`config.mk`:
```
export PLATFORM = sky130hd
export DESIGN_NAME = arf_result_format
export DESIGN_NICKNAME = d
export VERILOG_FILES = /design/src/arf_result_format.v
export VERILOG_INCLUDE_DIRS = /design/src /design/src/pkg
export SDC_FILE = /design/constraint.sdc
export NUM_CORES = 1
export LEC_CHECK = 0
export ABC_CLOCK_PERIOD_IN_PS = 1600
export BUFFER_PORTS_ARGS = -buffer_cell sky130_fd_sc_hd__buf_2
export CORE_ASPECT_RATIO = 0.5
export CORE_MARGIN = 2
export CORE_UTILIZATION = 45
export CTS_BUF_LIST = sky130_fd_sc_hd__clkbuf_4
export DETAILED_ROUTE_END_ITERATION = 16
export PLACE_DENSITY = 0.78
export SYNTH_ARGS = -nofsm -noshare
export SYNTH_HDL_FRONTEND = slang
export SYNTH_SLANG_ARGS = --single-unit
```
`constraint.sdc`:
```
create_clock -name aclk -period 1.6 [get_ports aclk]
set_clock_uncertainty 0.05 [all_clocks]
set_input_delay 0.08 -clock aclk [delete_from_list [all_inputs] [get_ports aclk]]
set_output_delay 0.08 -clock aclk [all_outputs]
set_load 0.02 [all_outputs]
```
`src/pkg/arf_defs.vh`:
```
// arf_defs.vh: constants of the converter result-format and reference-select block
// assumes: included by bare name from the design files, byte addresses on a 32-bit bus
`ifndef ARF_DEFS_VH
`define ARF_DEFS_VH

// register byte offsets
`define ARF_OFS_INPUT_SELECT 8'h00
`define ARF_OFS_RESULT_LOW 8'h04
`define ARF_OFS_RESULT_HIGH 8'h08
`define ARF_OFS_STATUS 8'h0C
`define ARF_OFS_IRQ_CLEAR 8'h10
`define ARF_OFS_IRQ_ENABLE 8'h14
`define ARF_OFS_ACTIVE_SELECT 8'h18

// input-select register layout and reset value
`define ARF_SEL_RESET 8'h00
`define ARF_REF_HI 7
`define ARF_REF_LO 6
`define ARF_LADJ_BIT 5
`define ARF_CHAN_HI 4
`define ARF_CHAN_LO 0

// reference choice codes
`define ARF_REF_EXTERNAL 2'h0
`define ARF_REF_SUPPLY 2'h1
`define ARF_REF_RESERVED 2'h2
`define ARF_REF_INTERNAL 2'h3

// channel codes bounding the differential pairs
`define ARF_DIFF_FIRST 5'h08
`define ARF_DIFF_LAST 5'h1D

// result code limits
`define ARF_SE_MAX 10'h3FF
`define ARF_SE_MIN 10'h000
`define ARF_DIFF_MAX 10'h1FF
`define ARF_DIFF_MIN 10'h200
`define ARF_RESULT_RESET 10'h000

// status and interrupt bit positions
`define ARF_ST_DONE_BIT 0
`define ARF_ST_BUSY_BIT 1

// bus answers
`define ARF_RESP_OKAY 2'h0
`define ARF_RESP_SLVERR 2'h2

`endif

```
`src/arf_result_format.v`:
```
// arf_result_format.v: result coding, justification and reference/channel selection
// of a 10-bit successive-approximation converter, with an AXI4-Lite register slave.
// assumes: neighbouring control logic on aclk pulses conv_start and conv_finish and
// supplies the raw scaled code; the analog side obeys the selection outputs.
//
// Function
// - finished value is visible in result bytes only once done flag is high
// - single-ended result is unsigned 10-bit code, 0x000 ground to 0x3FF
// - differential result is 10-bit two's complement, 0x200 through 0x1FF
// - differential results clamp at 0x1FF and 0x200; minus one step reads 0x3FF
// - sign of a differential result sits in result bit 9
// - reference code 0 external pin, 1 analog supply, 3 internal, 2 reserved
// - reference written mid-conversion applies only after that conversion ends
// - justify bit one gives left-justified result, zero gives right-justified
// - justify bit change rearranges visible result bytes at once
// - input-select register is 8 bits, read/write, reset zero, fields 7:6, 5, 4:0
// - done flag sets when conversion completes and result bytes are updated
// - channel/gain field picks input; mid-conversion change applies afterwards
// - left: bits 9:2 in high byte, 1:0 on top of low; right: 9:8 low of high
`timescale 1ns/1ps
`include "arf_defs.vh"

module arf_result_format #(
    parameter ADDR_W = 8,
    parameter RAW_W = 12
) (
    input wire aclk,
    input wire aresetn,
    // axi4-lite write address
    input wire [ADDR_W-1:0] s_axi_awaddr,
    input wire [2:0] s_axi_awprot,
    input wire s_axi_awvalid,
    output wire s_axi_awready,
    // axi4-lite write data
    input wire [31:0] s_axi_wdata,
    input wire [3:0] s_axi_wstrb,
    input wire s_axi_wvalid,
    output wire s_axi_wready,
    // axi4-lite write response
    output reg [1:0] s_axi_bresp,
    output reg s_axi_bvalid,
    input wire s_axi_bready,
    // axi4-lite read address
    input wire [ADDR_W-1:0] s_axi_araddr,
    input wire [2:0] s_axi_arprot,
    input wire s_axi_arvalid,
    output wire s_axi_arready,
    // axi4-lite read data
    output reg [31:0] s_axi_rdata,
    output reg [1:0] s_axi_rresp,
    output reg s_axi_rvalid,
    input wire s_axi_rready,
    // converter core handshake
    input wire conv_start,
    input wire conv_finish,
    input wire signed [RAW_W-1:0] conv_raw,
    output wire conv_busy,
    // selection applied to the analog side
    output reg [1:0] active_reference,
    output wire ref_use_external_pin,
    output wire ref_use_analog_supply,
    output wire ref_use_internal,
    output reg [4:0] active_channel_gain,
    output wire active_differential,
    // formatted result bytes
    output wire [7:0] result_low_byte,
    output wire [7:0] result_high_byte,
    output wire irq
);

    // ------------------------------------------------------------------
    // helper functions
    // ------------------------------------------------------------------

    // true for channel codes that name a differential pair
    function is_diff;
        input [4:0] chan;
        begin
            is_diff = (chan >= `ARF_DIFF_FIRST) && (chan <= `ARF_DIFF_LAST);
        end
    endfunction

    // clamp the raw scaled code into the 10-bit result space
    function [9:0] clamp_code;
        input signed [RAW_W-1:0] raw;
        input diff;
        begin
            if (diff) begin
                if (raw > $signed(12'sd511)) begin
                    clamp_code = `ARF_DIFF_MAX;
                end else if (raw < $signed(-12'sd512)) begin
                    clamp_code = `ARF_DIFF_MIN;
                end else begin
                    clamp_code = raw[9:0];
                end
            end else begin
                if (raw < $signed(12'sd0)) begin
                    clamp_code = `ARF_SE_MIN;
                end else if (raw > $signed(12'sd1023)) begin
                    clamp_code = `ARF_SE_MAX;
                end else begin
                    clamp_code = raw[9:0];
                end
            end
        end
    endfunction

    // place the 10-bit result into the high:low byte pair
    function [15:0] justify;
        input [9:0] res;
        input left;
        begin
            if (left) begin
                justify = {res, 6'h00};
            end else begin
                justify = {6'h00, res};
            end
        end
    endfunction

    // ------------------------------------------------------------------
    // state
    // ------------------------------------------------------------------
    reg [7:0] input_select_r;
    reg [9:0] result_r;
    reg busy_r;
    reg done_flag_r;
    reg irq_enable_r;
    reg aw_held_r;
    reg w_held_r;
    reg [ADDR_W-1:0] aw_addr_r;
    reg [31:0] w_data_r;
    reg [3:0] w_strb_r;
    reg [15:0] shown_r;
    reg [9:0] result_nxt;
    reg [7:0] input_select_nxt;

    wire [15:0] shown_bytes;
    wire start_take;
    wire finish_take;
    wire wr_go;
    wire rd_take;
    wire wr_low_lane;
    wire clear_done;

    // ------------------------------------------------------------------
    // conversion sequencing
    // ------------------------------------------------------------------

    // a start is taken only when idle, a finish only while busy
    assign start_take = conv_start && !busy_r;
    assign finish_take = conv_finish && busy_r;
    assign conv_busy = busy_r;

    // busy window of the running conversion
    always @(posedge aclk) begin
        if (!aresetn) begin
            busy_r <= 1'b0;
        end else if (start_take) begin
            busy_r <= 1'b1;
        end else if (finish_take) begin
            busy_r <= 1'b0;
        end
    end

    // selection follows the register while idle, frozen while busy
    always @(posedge aclk) begin
        if (!aresetn) begin
            active_reference <= `ARF_REF_EXTERNAL;
            active_channel_gain <= 5'h00;
        end else if (!busy_r || finish_take) begin
            active_reference <= input_select_r[`ARF_REF_HI:`ARF_REF_LO];
            active_channel_gain <= input_select_r[`ARF_CHAN_HI:`ARF_CHAN_LO];
        end
    end

    // reference switches; reserved code falls back to the external pin
    assign ref_use_internal = (active_reference == `ARF_REF_INTERNAL);
    assign ref_use_analog_supply = (active_reference == `ARF_REF_SUPPLY);
    assign ref_use_external_pin = !ref_use_internal && !ref_use_analog_supply;
    assign active_differential = is_diff(active_channel_gain);

    // next result, coded with the frozen channel selection at completion
    always @* begin
        result_nxt = result_r;
        if (finish_take) begin
            result_nxt = clamp_code(conv_raw, active_differential);
        end
    end

    // result register, changes only at a taken finish
    always @(posedge aclk) begin
        if (!aresetn) begin
            result_r <= `ARF_RESULT_RESET;
        end else begin
            result_r <= result_nxt;
        end
    end

    // bytes built from next values so a justify write shows without delay
    always @(posedge aclk) begin
        if (!aresetn) begin
            shown_r <= {6'h00, `ARF_RESULT_RESET};
        end else begin
            shown_r <= justify(result_nxt, input_select_nxt[`ARF_LADJ_BIT]);
        end
    end
    assign shown_bytes = shown_r;
    assign result_high_byte = shown_bytes[15:8];
    assign result_low_byte = shown_bytes[7:0];

    // ------------------------------------------------------------------
    // write channel: address and data taken in either order
    // ------------------------------------------------------------------
    assign s_axi_awready = !aw_held_r && !s_axi_bvalid;
    assign s_axi_wready = !w_held_r && !s_axi_bvalid;
    assign wr_go = aw_held_r && w_held_r && !s_axi_bvalid;
    assign wr_low_lane = w_strb_r[0];
    assign clear_done = wr_go && (aw_addr_r == `ARF_OFS_IRQ_CLEAR) && wr_low_lane
        && w_data_r[`ARF_ST_DONE_BIT];

    // hold write address and data until both have arrived
    always @(posedge aclk) begin
        if (!aresetn) begin
            aw_held_r <= 1'b0;
            w_held_r <= 1'b0;
            aw_addr_r <= {ADDR_W{1'b0}};
            w_data_r <= 32'h00000000;
            w_strb_r <= 4'h0;
        end else begin
            if (s_axi_awvalid && s_axi_awready) begin
                aw_held_r <= 1'b1;
                aw_addr_r <= s_axi_awaddr;
            end else if (wr_go) begin
                aw_held_r <= 1'b0;
            end
            if (s_axi_wvalid && s_axi_wready) begin
                w_held_r <= 1'b1;
                w_data_r <= s_axi_wdata;
                w_strb_r <= s_axi_wstrb;
            end else if (wr_go) begin
                w_held_r <= 1'b0;
            end
        end
    end

    // next input-select value, only the low byte lane carries data
    always @* begin
        input_select_nxt = input_select_r;
        if (wr_go && wr_low_lane && (aw_addr_r == `ARF_OFS_INPUT_SELECT)) begin
            input_select_nxt = w_data_r[7:0];
        end
    end

    // register writes
    always @(posedge aclk) begin
        if (!aresetn) begin
            input_select_r <= `ARF_SEL_RESET;
            irq_enable_r <= 1'b0;
        end else begin
            input_select_r <= input_select_nxt;
            if (wr_go && wr_low_lane && (aw_addr_r == `ARF_OFS_IRQ_ENABLE)) begin
                irq_enable_r <= w_data_r[`ARF_ST_DONE_BIT];
            end
        end
    end

    // write response, error for unmapped or read-only offsets
    always @(posedge aclk) begin
        if (!aresetn) begin
            s_axi_bvalid <= 1'b0;
            s_axi_bresp <= `ARF_RESP_OKAY;
        end else if (wr_go) begin
            s_axi_bvalid <= 1'b1;
            if (aw_addr_r == `ARF_OFS_INPUT_SELECT) begin
                s_axi_bresp <= `ARF_RESP_OKAY;
            end else if (aw_addr_r == `ARF_OFS_IRQ_CLEAR) begin
                s_axi_bresp <= `ARF_RESP_OKAY;
            end else if (aw_addr_r == `ARF_OFS_IRQ_ENABLE) begin
                s_axi_bresp <= `ARF_RESP_OKAY;
            end else begin
                s_axi_bresp <= `ARF_RESP_SLVERR;
            end
        end else if (s_axi_bready) begin
            s_axi_bvalid <= 1'b0;
        end
    end

    // ------------------------------------------------------------------
    // done flag and interrupt
    // ------------------------------------------------------------------

    // sticky done flag; a completion beats a same-cycle clear
    always @(posedge aclk) begin
        if (!aresetn) begin
            done_flag_r <= 1'b0;
        end else if (finish_take) begin
            done_flag_r <= 1'b1;
        end else if (clear_done) begin
            done_flag_r <= 1'b0;
        end
    end

    // level interrupt while an enabled flag stands
    assign irq = done_flag_r && irq_enable_r;

    // ------------------------------------------------------------------
    // read channel: one read at a time, answer one cycle after address
    // ------------------------------------------------------------------
    assign s_axi_arready = !s_axi_rvalid;
    assign rd_take = s_axi_arvalid && s_axi_arready;

    // read data mux and response
    always @(posedge aclk) begin
        if (!aresetn) begin
            s_axi_rvalid <= 1'b0;
            s_axi_rdata <= 32'h00000000;
            s_axi_rresp <= `ARF_RESP_OKAY;
        end else if (rd_take) begin
            s_axi_rvalid <= 1'b1;
            s_axi_rresp <= `ARF_RESP_OKAY;
            if (s_axi_araddr == `ARF_OFS_INPUT_SELECT) begin
                s_axi_rdata <= {24'h000000, input_select_r};
            end else if (s_axi_araddr == `ARF_OFS_RESULT_LOW) begin
                s_axi_rdata <= {24'h000000, shown_bytes[7:0]};
            end else if (s_axi_araddr == `ARF_OFS_RESULT_HIGH) begin
                s_axi_rdata <= {24'h000000, shown_bytes[15:8]};
            end else if (s_axi_araddr == `ARF_OFS_STATUS) begin
                s_axi_rdata <= {30'h0, busy_r, done_flag_r};
            end else if (s_axi_araddr == `ARF_OFS_IRQ_CLEAR) begin
                s_axi_rdata <= 32'h00000000; // write-only
            end else if (s_axi_araddr == `ARF_OFS_IRQ_ENABLE) begin
                s_axi_rdata <= {31'h0, irq_enable_r};
            end else if (s_axi_araddr == `ARF_OFS_ACTIVE_SELECT) begin
                s_axi_rdata <= {24'h000000, active_reference, 1'b0, active_channel_gain};
            end else begin
                s_axi_rdata <= 32'h00000000;
                s_axi_rresp <= `ARF_RESP_SLVERR;
            end
        end else if (s_axi_rready) begin
            s_axi_rvalid <= 1'b0;
        end
    end

    // bind software; the protection bits carry no meaning here
    wire unused_ok;
    assign unused_ok = ^{s_axi_awprot, s_axi_arprot, w_strb_r[3:1], w_data_r[31:8]};

endmodule // arf_result_format

```
# After elaboration in Yosys (flattened, before gate mapping)
# Cells that the tools add are included.
# totals
regBits,101
elab_cells,110
output_inout_bits,70
in_bits,79
# op_classes
n_lt_le_gt_ge,6
n_bitwise,1
eq_ne,10
muxes,36
reduce_logical,36
# op_table
op,n
$mux W10,7
$mux W8,7
$eq A8 B5 Y1 const B,5
$mux W2,10
$logic_and A1 B1 Y1,18
$eq A8 B4 Y1 const B,2
$logic_not A8 Y1,2
$gt A12 B10 Y1 const B,1
$gt A12 B11 Y1 const B,1
$lt A12 B1 Y1 const B,1
$lt A12 B10 Y1 const B,1
$reduce_bool A2 Y1,6
$mux W1,11
$eq A8 B3 Y1 const B,1
$logic_not A1 Y1,7
$mux W6,1
$ge A5 B4 Y1 const B,1
$le A5 B5 Y1 const B,1
$eq A2 B1 Y1 const B,1
$eq A2 B2 Y1 const B,1
$reduce_and A2 Y1,1
$reduce_or A2 Y1,1
$logic_or A1 B1 Y1,1
$not A1 Y1,1

# Logic depth before layout (Yosys ltp)
# Gate-level depths: netlist (run 1).
# depth
ltp_word,8
ltp_mapped,7
mapped_depth_nobuf,5

# Worst setup path after synthesis (run 1)
# Ideal clock, no wire load.
# synth_timing
path_kind,register to register
startpoint,register active_channel_gain[4]
endpoint,"register shown_r[12], in the netlist shown_bytes[12]"
required_ns,1.419
path_stages_with_launch,6
path_slack_ns,-0.150
synth_period_minus_slack_ns,1.750
n_path_buf,0
setup_time_ns,0.131
t_arrival_ns,1.568
path_cell_list,dfxtp_1 > and4_1 > nor2_1 > nor4_1 > a211oi_1 > nor2_1
# synth_via
elab_chain_len,4
elab_cells_between_ends,5
classes_between,order compare (2); mux (2); reduce/logical (1)
# synth_lines
item,line_no,text
start: declaration,arf_result_format.v:63,"output reg [4:0] active_channel_gain,"
start signal: assignment,arf_result_format.v:173,active_channel_gain <= input_select_r[`ARF_CHAN_HI:`ARF_CHAN_LO];
$ge A5 B4 Y1 (no line) / $le A5 B5 Y1 (equally long branches),n/a,
$logic_and A1 B1 Y1 (*),arf_result_format.v:79,is_diff = (chan >= `ARF_DIFF_FIRST) && (chan <= `ARF_DIFF_LAST);
net active_differential,arf_result_format.v:64,"output wire active_differential,"
$mux W10 (*),arf_result_format.v:88,if (diff) begin
$mux W10 (*),arf_result_format.v:186,if (finish_take) begin
end signal: assignment,arf_result_format.v:203,"shown_r <= {6'h00, `ARF_RESULT_RESET};"
end signal: assignment,arf_result_format.v:205,"shown_r <= justify(result_nxt, input_select_nxt[`ARF_LADJ_BIT]);"
end: declaration,arf_result_format.v:134,reg [15:0] shown_r;
# Mark *: on every way through the listed nets, which the timed path passes. The rest lies on a longest branch.
# A chain may end at the register's enable or synchronous reset.

# Final worst setup path (run 1)
# layout_timing
startpoint,register active_channel_gain[4]
endpoint,"register shown_r[6], in the netlist shown_bytes[6]"
# layout_via
elab_chain_len,5
elab_cells_between_ends,6
classes_between,order compare (2); mux (3); reduce/logical (1)
# layout_lines
item,line_no,text
$ge A5 B4 Y1 (no line) / $le A5 B5 Y1 (equally long branches),n/a,
$logic_and A1 B1 Y1 (*),arf_result_format.v:79,
$mux W10 (*),arf_result_format.v:88,
$mux W10 (*),arf_result_format.v:186,
$mux W10 (*),arf_result_format.v:113,if (left) begin
# Mark *: on every way between the ends. The rest lies on a longest branch, timed or not.

==> results of run 1 <==
-- power by group --
group	switching [uW]	internal, uW	total, uW	leakage [uW]
clock	611	384	995	0.0000715
sequential	42.3	1930	1980	0.000614
combinational	349	241	590	0.00140
-- final timing paths --
| kind | start | end | slack, ns | depth (start not counted) |
|---|---|---|---|---|
| min reg2reg | s_axi_rdata[3]$_SDFFE_PN0P_ | s_axi_rdata[3]$_SDFFE_PN0P_ | 0.42 | 2 |
| max | active_channel_gain[4]$_SDFFE_PN0P_ | shown_bytes[6]$_SDFF_PN0_ | 0.004 | 7 |
| max reg2reg | active_channel_gain[4]$_SDFFE_PN0P_ | shown_bytes[6]$_SDFF_PN0_ | 0.004 | 7 |
| min | conv_raw[4] | result_r[4]$_SDFF_PN0_ | 0.05 | 5 |
-- worst reg2reg max path: cells and delay by family, from the launching register on --
family	cells	cell delay (ns)
compound gates	3	0.44
buf+inv	2	0.27
flops	1	0.35
simple gates	2	0.43
-- cell usage after synthesis, types with 2 or more instances --
master / instances
clkbuf_1: 19
a2bb2oi_1: 3
and2_1: 8
nand3_1: 5
a2111o_1: 3
o22ai_1: 2
nor2b_1: 17
nand2_1: 74
buf_2: 3
o21ai_0: 27
or3_1: 2
nor2_1: 34
nand4_1: 3
mux2i_1: 12
buf_4: 26
a32o_1: 5
a21boi_0: 29
a211oi_2: 4
a21oi_2: 3
nand2b_1: 9
o211ai_2: 3
o21ba_2: 4
nor3b_2: 2
buf_6: 2
a211oi_1: 4
inv_1: 14
a31oi_1: 4
a21bo_2: 3
nor3_1: 5
dfxtp_1: 75
a21oi_1: 4
nor4_1: 5
-- cells by family (layout without fill, tap and decap cells) --
group | Yosys count | count (layout) | share of synthesized area, %
other | 1 | 26 | 0.102
AO/OA/AOI/OAI | 106 | 106 | 21.8
multiplexers | 13 | 13 | 3.88
AND/OR/NAND/NOR | 174 | 174 | 23.7
flip-flops | 75 | 75 | 40.8
buffers and inverters | 64 | 172 | 9.70
-- final cells by class --
class | instances | area share (%)
Timing Repair Buffer | 142 | 19.7
Clock inverter | 3 | 0.316
Sequential cell | 75 | 31.9
Inverter | 14 | 1.11
Tap cell | 112 | 2.95
Clock buffer | 13 | 2.06
Multi-Input combinational cell | 319 | 42.0
-- stage by stage --
| step | TNS [ns] | total power [uW] |
|---|---|---|
| after floorplan | -0.0670 | 2420 |
| after global placement | -0.229 | 2540 |
| after detailed placement | -0.428 | 2550 |
| after CTS | -0.0196 | 3600 |
| after global routing | -0.652 | 3740 |
| final | 0 | 3560 |
-- registers in the layout, indices dropped and copies added, names as in the netlist, 2 cells and up --
name                 flops
w_data_r                 8
active_channel_gain      5
active_reference         2
s_axi_rdata              8
result_r                10
aw_addr_r                8
shown_bytes             16
input_select_r           8
-- what timing repair did --
action                                  in CTS  in global routing
hold buffers                                26                  0
pin swaps                                    6                  1
endpoints found under the setup margin      17                 19
resized for setup                           13                  4
hold endpoints to repair                    22                  0
buffers inserted                             1                  1
-- metal layers --
layer,track usage [%],up-vias,share of wire (%)
met5,0,-,0
met4,5.98,0,1.3
met3,4.52,14,5.2
met2,32.5,99,45
met1,26.3,1476,48
li1,-,1689,-
==> metrics.md, run 1 <==
| Metric | Value |
|---|---|
| Slowest stage cell, crit path | `or3_4` |
| Tcrit/Tclk final | `99.7%` |
| Post-route antenna net violation count | `0` |
| # diodes | `0` |
| Clock Path Buffers | `2` |
| Worst slack, placed | `-0.0749 ns` |
| Final Cell Area | `4750 um2` |
| Cell variety after synth | `52` |
| Area share of the largest cell type after synthesis | `40.8%` |
| Share of cells above drive strength 1 | `31.8%` |
| CTS root buf | `clkbuf_4` |
| Placer Congestion | `0.927` |
| Worst EP arrival | `1.89 ns` |
| Placed cells | `634` |
| NumNets Final | `640` |
| FP Rows | `23` |
| Max_cap viols | `0` |
| Post-Syn Area | `3680 um2` |
| DRC | `0` |
| Clock transition at the registers of the reported paths | `0.11 ns` |
| H-tree levels | `3` |
| Worst Path Required | `1.90 ns` |
| Die X-Extent | `132 um` |
| Vias per inst | `4.83` |
| Pre-antenna DRT Iters | `4` |
| Avg Cell Area, Syn | `8.49 um2` |
| DPL Wire Length | `6240 um` |
| Outcome | `finished clean` |
| Vias in the first global route | `2,927` |
| CP endpoint kind | `register` |
| Crit path kind | `reg -> reg` |
| DRT iter0 DRCs | `143` |
| Worst path top cell family by delay | `compound AO/OA/AOI/OAI gates` |
| Top_reg_cell synth | `dfxtp_1` |
| Per-cell routed wire length | `12.8 um` |
| Worst skew pair latency | `0.41 ns` |
| Final worst slack | `0.00427 ns` |
| Layout area overhead | `29.1%` |
| PortBufs | `89` |
| Lkg Pwr | `0.00209 uW` |
| Commonest non-fill, non-tap cell in the layout | `buf_2` |
| Total CTS buffers | `9` |
| Die span in y | `67.9 um` |
| Total track usage | `19.7%` |
| CTS tree | `built` |
| YS warnings | `0` |
| Min Hold Slack | `0.0530 ns` |
| Endpoints failing setup | `0` |
| Critical Path Most Common Cell | `buf_6` |
| Post-synth EDFFs | `0` |
| Seq/Total Area, Yosys | `40.8%` |
| Routed via count | `3,278` |
| FILL cells | `723` |
| Initial antenna violation count | `0` |
| Power Density | `750 nW/um2` |
| Area of the multi-input gates | `2000 um2` |
| Most frequent cells in the layout | `buf_2, nand2_1, dfxtp_1` |
| I/O Pins | `149` |
| Post-DP Area | `4290 um2` |
| Global-route wire length before repair | `13,900 um` |
| Core Util, Final | `59.6%` |
| Max incr delay on CP | `0.39 ns` |
| CTS sink count | `75` |
| WL final | `8690 um` |
| Ys async rst share | `0%` |
| DIE AREA | `8950 um2` |
| CP Launch Type | `register` |
| CP cell instances | `buf_6, nor2_4, or3_4, buf_6, a211oi_4, a211oi_2, a21oi_2` |
| Fin crit period | `1.60 ns` |
| RSZ-0062 raised after global routing | `yes` |
| Synth area leader | `dfxtp_1` |
| Synth area leaders | `dfxtp_1, nand2_1, a21boi_0, buf_4, o21ai_0` |
| Crit path buf inv count | `2` |
| Register Area | `1510 um2` |
| Non-Filler Instances | `678` |
| Core area | `7970 um2` |
| Max FO, Critical Path | `6` |
| Tightest Hold Check Type | `in -> reg` |
| VDD IR max | `0.304 mV` |
| Max Clk Rate | `627 MHz` |
| Fin. max-slew vios | `0` |
| GRT overflow | `0` |
| Syn Inst Count | `433` |
| Largest net degree at the start of global routing | `50` |
| Register bit total from synthesis | `75` |
| Initial Util | `46.1%` |
| Hold Fails Final Rpt | `0` |
Power figures use the tool's default switching activity.
==> run 2, diff against run 1 <==
Settings changed: CAP_MARGIN from default to 20, MAX_ROUTING_LAYER from default to met4.
==> metrics.md, run 2 (synthesis results as in run 1) <==
| Metric | Value |
|---|---|
| # diodes | `0` |
| Outcome | `finished clean` |
| Final worst slack | `0.000570 ns` |
| Core Util, Final | `59.6%` |
| Endpoints failing setup | `0` |
| H-tree levels | `3` |
| DRC | `0` |
| Sw Share | `28.3%` |
| CTS tree | `built` |
| Clock Path Buffers | `2` |
| Vias in the first global route | `2,914` |
| Max_cap viols | `0` |
| DPL Wire Length | `6240 um` |
| Commonest non-fill, non-tap cell in the layout | `buf_2` |
| WL final | `8810 um` |
| Overall Power | `3570 uW` |
| Switching Power | `1010 uW` |
| RSZ-0062 raised after global routing | `yes` |
| Clock transition at the registers of the reported paths | `0.11 ns` |
| Min Hold Slack | `0.0478 ns` |
| Total CTS buffers | `9` |
| NumNets Final | `640` |
| Share of cells above drive strength 1 | `31.8%` |
| Lkg Pwr | `0.00209 uW` |
| Total track usage | `20.4%` |
| Worst slack, placed | `-0.0749 ns` |
| Logic gate share of total power | `16.6%` |
| Global-route wire length before repair | `14,000 um` |
| CP Launch Type | `register` |
| CTS sink count | `75` |
| DIE AREA | `8950 um2` |
| Vias per inst | `4.88` |
| Die span in y | `67.9 um` |
| Most frequent cells in the layout | `buf_2, nand2_1, dfxtp_1` |
| DRT iter0 DRCs | `166` |
| Core area | `7970 um2` |
| Initial antenna violation count | `0` |
| Routed via count | `3,307` |
| VDD IR max | `0.306 mV` |
| Layout area overhead | `29.1%` |
| Max FFs per register | `16` |
| Pre-antenna DRT Iters | `5` |
| Reg power frac | `55.4%` |
| Worst Path Required | `1.90 ns` |
| Hold Fails Final Rpt | `0` |
| Max Clk Rate | `625 MHz` |
| Placed cells | `634` |
| Die X-Extent | `132 um` |
| Placer Congestion | `0.943` |
| Largest net degree at the start of global routing | `50` |
| CTS root buf | `clkbuf_4` |
| Fin crit period | `1.60 ns` |
| I/O Pins | `149` |
| Tightest Hold Check Type | `in -> reg` |
| GRT overflow | `0` |
| Worst skew pair latency | `0.41 ns` |
| Max FO, Critical Path | `6` |
| CP endpoint kind | `register` |
| Worst EP arrival | `1.90 ns` |
| Non-Filler Instances | `678` |
| Per-cell routed wire length | `13.0 um` |
| FP Rows | `23` |
| Int Pwr | `2560 uW` |
| Post-route antenna net violation count | `0` |
| Fin. max-slew vios | `0` |
| Clock power frac | `28.1%` |
| PortBufs | `89` |
| Crit path kind | `reg -> reg` |
| Initial Util | `46.1%` |
| Tcrit/Tclk final | `100%` |
| Power Density | `751 nW/um2` |
-- run 2: cell counts in the layout (fill, tap and decap cells not counted) --
Identical to the previous run, type by type.
-- run 2: area by class of cell --
class,instances,area (um2)
clock buffer,13,97.6
clock inverter,3,15.0
fill,723,3220
inverter,14,52.6
multi-input combinational,319,2000
sequential,75,1510
tap,112,140
timing repair buffer,142,935
-- run 2: routing by layer --
metal  share of wire [%]  global-route usage (%)  vias up
met5                   0                       -        -
met4                 1.2                    5.98        0
met3                 5.8                    4.52       14
met2                  45                    32.5      124
met1                  48                    26.5     1479
li1                    -                       -     1690
-- run 2: power groups by stage --
stage                     logic, uW  clock network, uW  registers (uW)
after floorplan                 382                  0            2040
after global placement          522                  0            2020
after detailed placement        532                  0            2020
after CTS                       585               1040            1980
after global routing            653               1110            1980
final                           591               1000            1980
-- run 2: per-stage QoR --
| stage | instance area, um2 | TNS (ns) |
|---|---|---|
| final | 4750 | 0 |
| after global routing | 4750 | -0.652 |
| after CTS | 4720 | -0.0196 |
| after detailed placement | 4290 | -0.428 |
| after global placement | 4290 | -0.229 |
| after floorplan | 3810 | -0.0670 |
-- run 2: final timing paths --
path / endpoint / depth (start not counted) / slack, ns / startpoint
worst min register to register: s_axi_rdata[3]$_SDFFE_PN0P_ / 2 / 0.41 / s_axi_rdata[3]$_SDFFE_PN0P_
worst min-delay path: result_r[4]$_SDFF_PN0_ / 5 / 0.05 / conv_raw[4]
worst max register to register: shown_bytes[6]$_SDFF_PN0_ / 7 / 0.0006 / active_channel_gain[4]$_SDFFE_PN0P_
worst max-delay path: shown_bytes[6]$_SDFF_PN0_ / 7 / 0.0006 / active_channel_gain[4]$_SDFFE_PN0P_
-- run 2: what timing repair did --
item	in CTS	in global routing
hold buffers	26	0
hold endpoints to repair	22	0
pin swaps	6	1
setup endpoints to repair	17	19
setup buffers	1	1
gates resized for setup	13	4
-- run 2: critical path: stages, from the launching register on --
cell and delay (ns):
dfxtp_2 0.35, buf_6 0.13, nor2_4 0.04, or3_4 0.39, buf_6 0.14, a211oi_4 0.20, a211oi_2 0.08, a21oi_2 0.16
==> run 3, diff against run 2 <==
Settings changed: ABC_AREA from default to 1, CAP_MARGIN 20 to 40, PLACE_DENSITY 0.78 to 0.79, RECOVER_POWER from default to 50.
==> metrics.md, run 3 <==
| Metric | Value |
|---|---|
| Outcome | `finished clean` |
| Hold Fails Final Rpt | `0` |
| Syn Inst Count | `499` |
| Seq/Total Area, Yosys | `42.9%` |
| I/O Pins | `149` |
| Crit path kind | `reg -> reg` |
| Post-Syn Area | `3500 um2` |
| Most frequent cells in the layout | `nor2_1, nand2_1, dfxtp_1` |
| Worst Path Required | `1.88 ns` |
| # diodes | `0` |
| Min-delay src | `s_axi_arvalid` |
| FF-to-FF Start | `s_axi_bvalid$_SDFFE_PN0P_` |
| Per-cell routed wire length | `12.4 um` |
| Fin. max-slew vios | `0` |
| GRT overflow | `0` |
| Largest net degree at the start of global routing | `41` |
| Most common cell in the netlist | `nor2_1` |
| Largest family of logic cells by synthesized area | `simple AND/OR/NAND/NOR gates` |
| Post-Synth XOR/XNOR Area | `0%` |
| Worst slack, placed | `0.166 ns` |
| Tightest Hold Check Type | `in -> reg` |
| DIE AREA | `8540 um2` |
| Synth area leaders | `dfxtp_1, nor2_1, nand2_1, o21ai_0, nand3_1` |
| Power Density | `927 nW/um2` |
| Ys async rst share | `0%` |
| Layout area overhead | `29.1%` |
| Multiplexer share of the synthesized area | `0%` |
| WHS Path Cells | `5` |
| Area share of the largest cell type after synthesis | `42.9%` |
| Initial Util | `47.1%` |
| Post-synth EDFFs | `0` |
| PortBufs | `89` |
| Post-synthesis adder-cell area fraction | `0%` |
| DRC | `0` |
| NumNets Final | `710` |
| CTS root buf | `clkbuf_4` |
| CTS sink count | `75` |
| Max Clk Rate | `653 MHz` |
| Worst skew pair latency | `0.43 ns` |
| Clock transition at the registers of the reported paths | `0.12 ns` |
| Max FO, Critical Path | `6` |
| Tcrit/Tclk final | `95.8%` |
| Hold Path Sink | `s_axi_rdata[6]$_SDFFE_PN0P_` |
| Reg2Reg Capture Point | `w_strb_r[0]$_SDFFE_PN0P_` |
| YS warnings | `0` |
| Fraction of the mapped netlist area in compound gates | `15.5%` |
| Vias in the first global route | `3,094` |
| Clock Path Buffers | `2` |
| Total track usage | `22.5%` |
| Routed via count | `3,522` |
| Total CTS buffers | `9` |
| Avg Cell Area, Syn | `7.01 um2` |
| Vias per inst | `4.81` |
| H-tree levels | `3` |
| Die span in y | `66.3 um` |
| Final worst slack | `0.0679 ns` |
| DPL Wire Length | `6270 um` |
| Pre-antenna DRT Iters | `5` |
| Worst reg-to-reg setup slack | `0.07 ns` |
| DRT iter0 DRCs | `314` |
| Fin crit period | `1.53 ns` |
| Post-route antenna net violation count | `0` |
| VDD IR max | `0.335 mV` |
| Placer Congestion | `0.877` |
| Placed cells | `682` |
| Die X-Extent | `129 um` |
| Non-Filler Instances | `732` |
| Global-route wire length before repair | `14,400 um` |
| Share of cells above drive strength 1 | `18.4%` |
| Top_reg_cell synth | `dfxtp_1` |
| Synth area leader | `dfxtp_1` |
| CP Launch Type | `register` |
| Worst R2R Path Depth | `5` |
| Endpoints failing setup | `0` |
| FP Rows | `22` |
| Max_cap viols | `0` |
| Core area | `7430 um2` |
| Commonest non-fill, non-tap cell in the layout | `nor2_1` |
| Initial antenna violation count | `0` |
| CTS tree | `built` |
| Cell variety after synth | `29` |
| Simple-gate share of the synthesized area | `27.3%` |
| Register bit total from synthesis | `75` |
| CP endpoint kind | `register` |
| Worst EP arrival | `1.81 ns` |
| Commonest cells in the netlist | `nor2_1, nand2_1, dfxtp_1, inv_1, o21ai_0` |
| Max FFs per register | `16` |
| WL final | `9080 um` |
| Lkg Pwr | `0.00223 uW` |
run 3: final cells by class:
type	instances	area, um2
Clock buffer	9	67.6
Sequential cell	75	1510
Tap cell	96	120
Inverter	59	224
Clock inverter	7	116
Multi-Input combinational cell	350	1610
Timing Repair Buffer	136	858
Fill cell	660	2920
run 3: metrics by stage:
stage | TNS (ns) | power, uW | util (%) | area, um2 | hold WS, ns
after floorplan | 0 | 2530 | - | 3590 | 0.182
after global placement | 0 | 2670 | 53.9 | 4010 | 0.276
after detailed placement | 0 | 2680 | 53.9 | 4010 | 0.284
after CTS | 0 | 4190 | 60.6 | 4500 | 0.00514
after global routing | -0.0222 | 4400 | 60.7 | 4510 | 0.0339
final | 0 | 4180 | 60.7 | 4510 | 0.0427
run 3: critical path: stages (launching register included):
cell           delay (ns)
dfxtp_2              0.37
nor2_2               0.15
nand2_2              0.12
o21ai_1              0.13
a21oi_1              0.05
dlygate4sd3_1        0.55
run 3: worst max-delay path by stage:
stage,from,end,slack (ns),cells after the start
after floorplan,s_axi_bvalid$_SDFFE_PN0P_,aw_addr_r[5]$_SDFFE_PN0P_,0.11,5
after global placement,active_channel_gain[3]$_SDFFE_PN0P_,shown_bytes[1]$_SDFF_PP0_,0.20,9
after detailed placement,aw_addr_r[6]$_SDFFE_PN0P_,shown_bytes[8]$_SDFF_PN0_,0.17,8
after CTS,s_axi_bvalid$_SDFFE_PN0P_,w_strb_r[0]$_SDFFE_PN0P_,0.04,5
after global routing,s_axi_bvalid$_SDFFE_PN0P_,w_strb_r[0]$_SDFFE_PN0P_,-0.02,5
final,s_axi_bvalid$_SDFFE_PN0P_,w_strb_r[0]$_SDFFE_PN0P_,0.07,5
run 3: timing repair:
action                     4_1_cts  5_1_grt
gates resized for setup          5        9
cloned                           0        0
pin swaps                        0        1
setup endpoints to repair        1       11
hold buffers                    29        0
hold endpoints to repair        30        0
setup buffers                    1        4
run 3: cells by family (layout without fill, tap and decap cells):
| kind of cell | Yosys count | count (layout) |
|---|---|---|
| and+or+nand+nor | 222 | 222 |
| AOI/OAI and AO/OA | 102 | 102 |
| buffers and inverters | 99 | 211 |
| DFF | 75 | 75 |
| other | 1 | 26 |
run 3: where the power goes:
group          leakage, uW  internal, uW  switching (uW)
combinational      0.00151           257             437
clock            0.0000959           787             678
sequential        0.000616          1970            56.3
total              0.00223          3010            1170
run 3: metal layers:
metal | GRT usage (%) | share of wire, %
met3 | 5.99 | 6.0
met5 | - | 0
met4 | 6.52 | 1.3
met2 | 37.9 | 48
met1 | 26.9 | 45
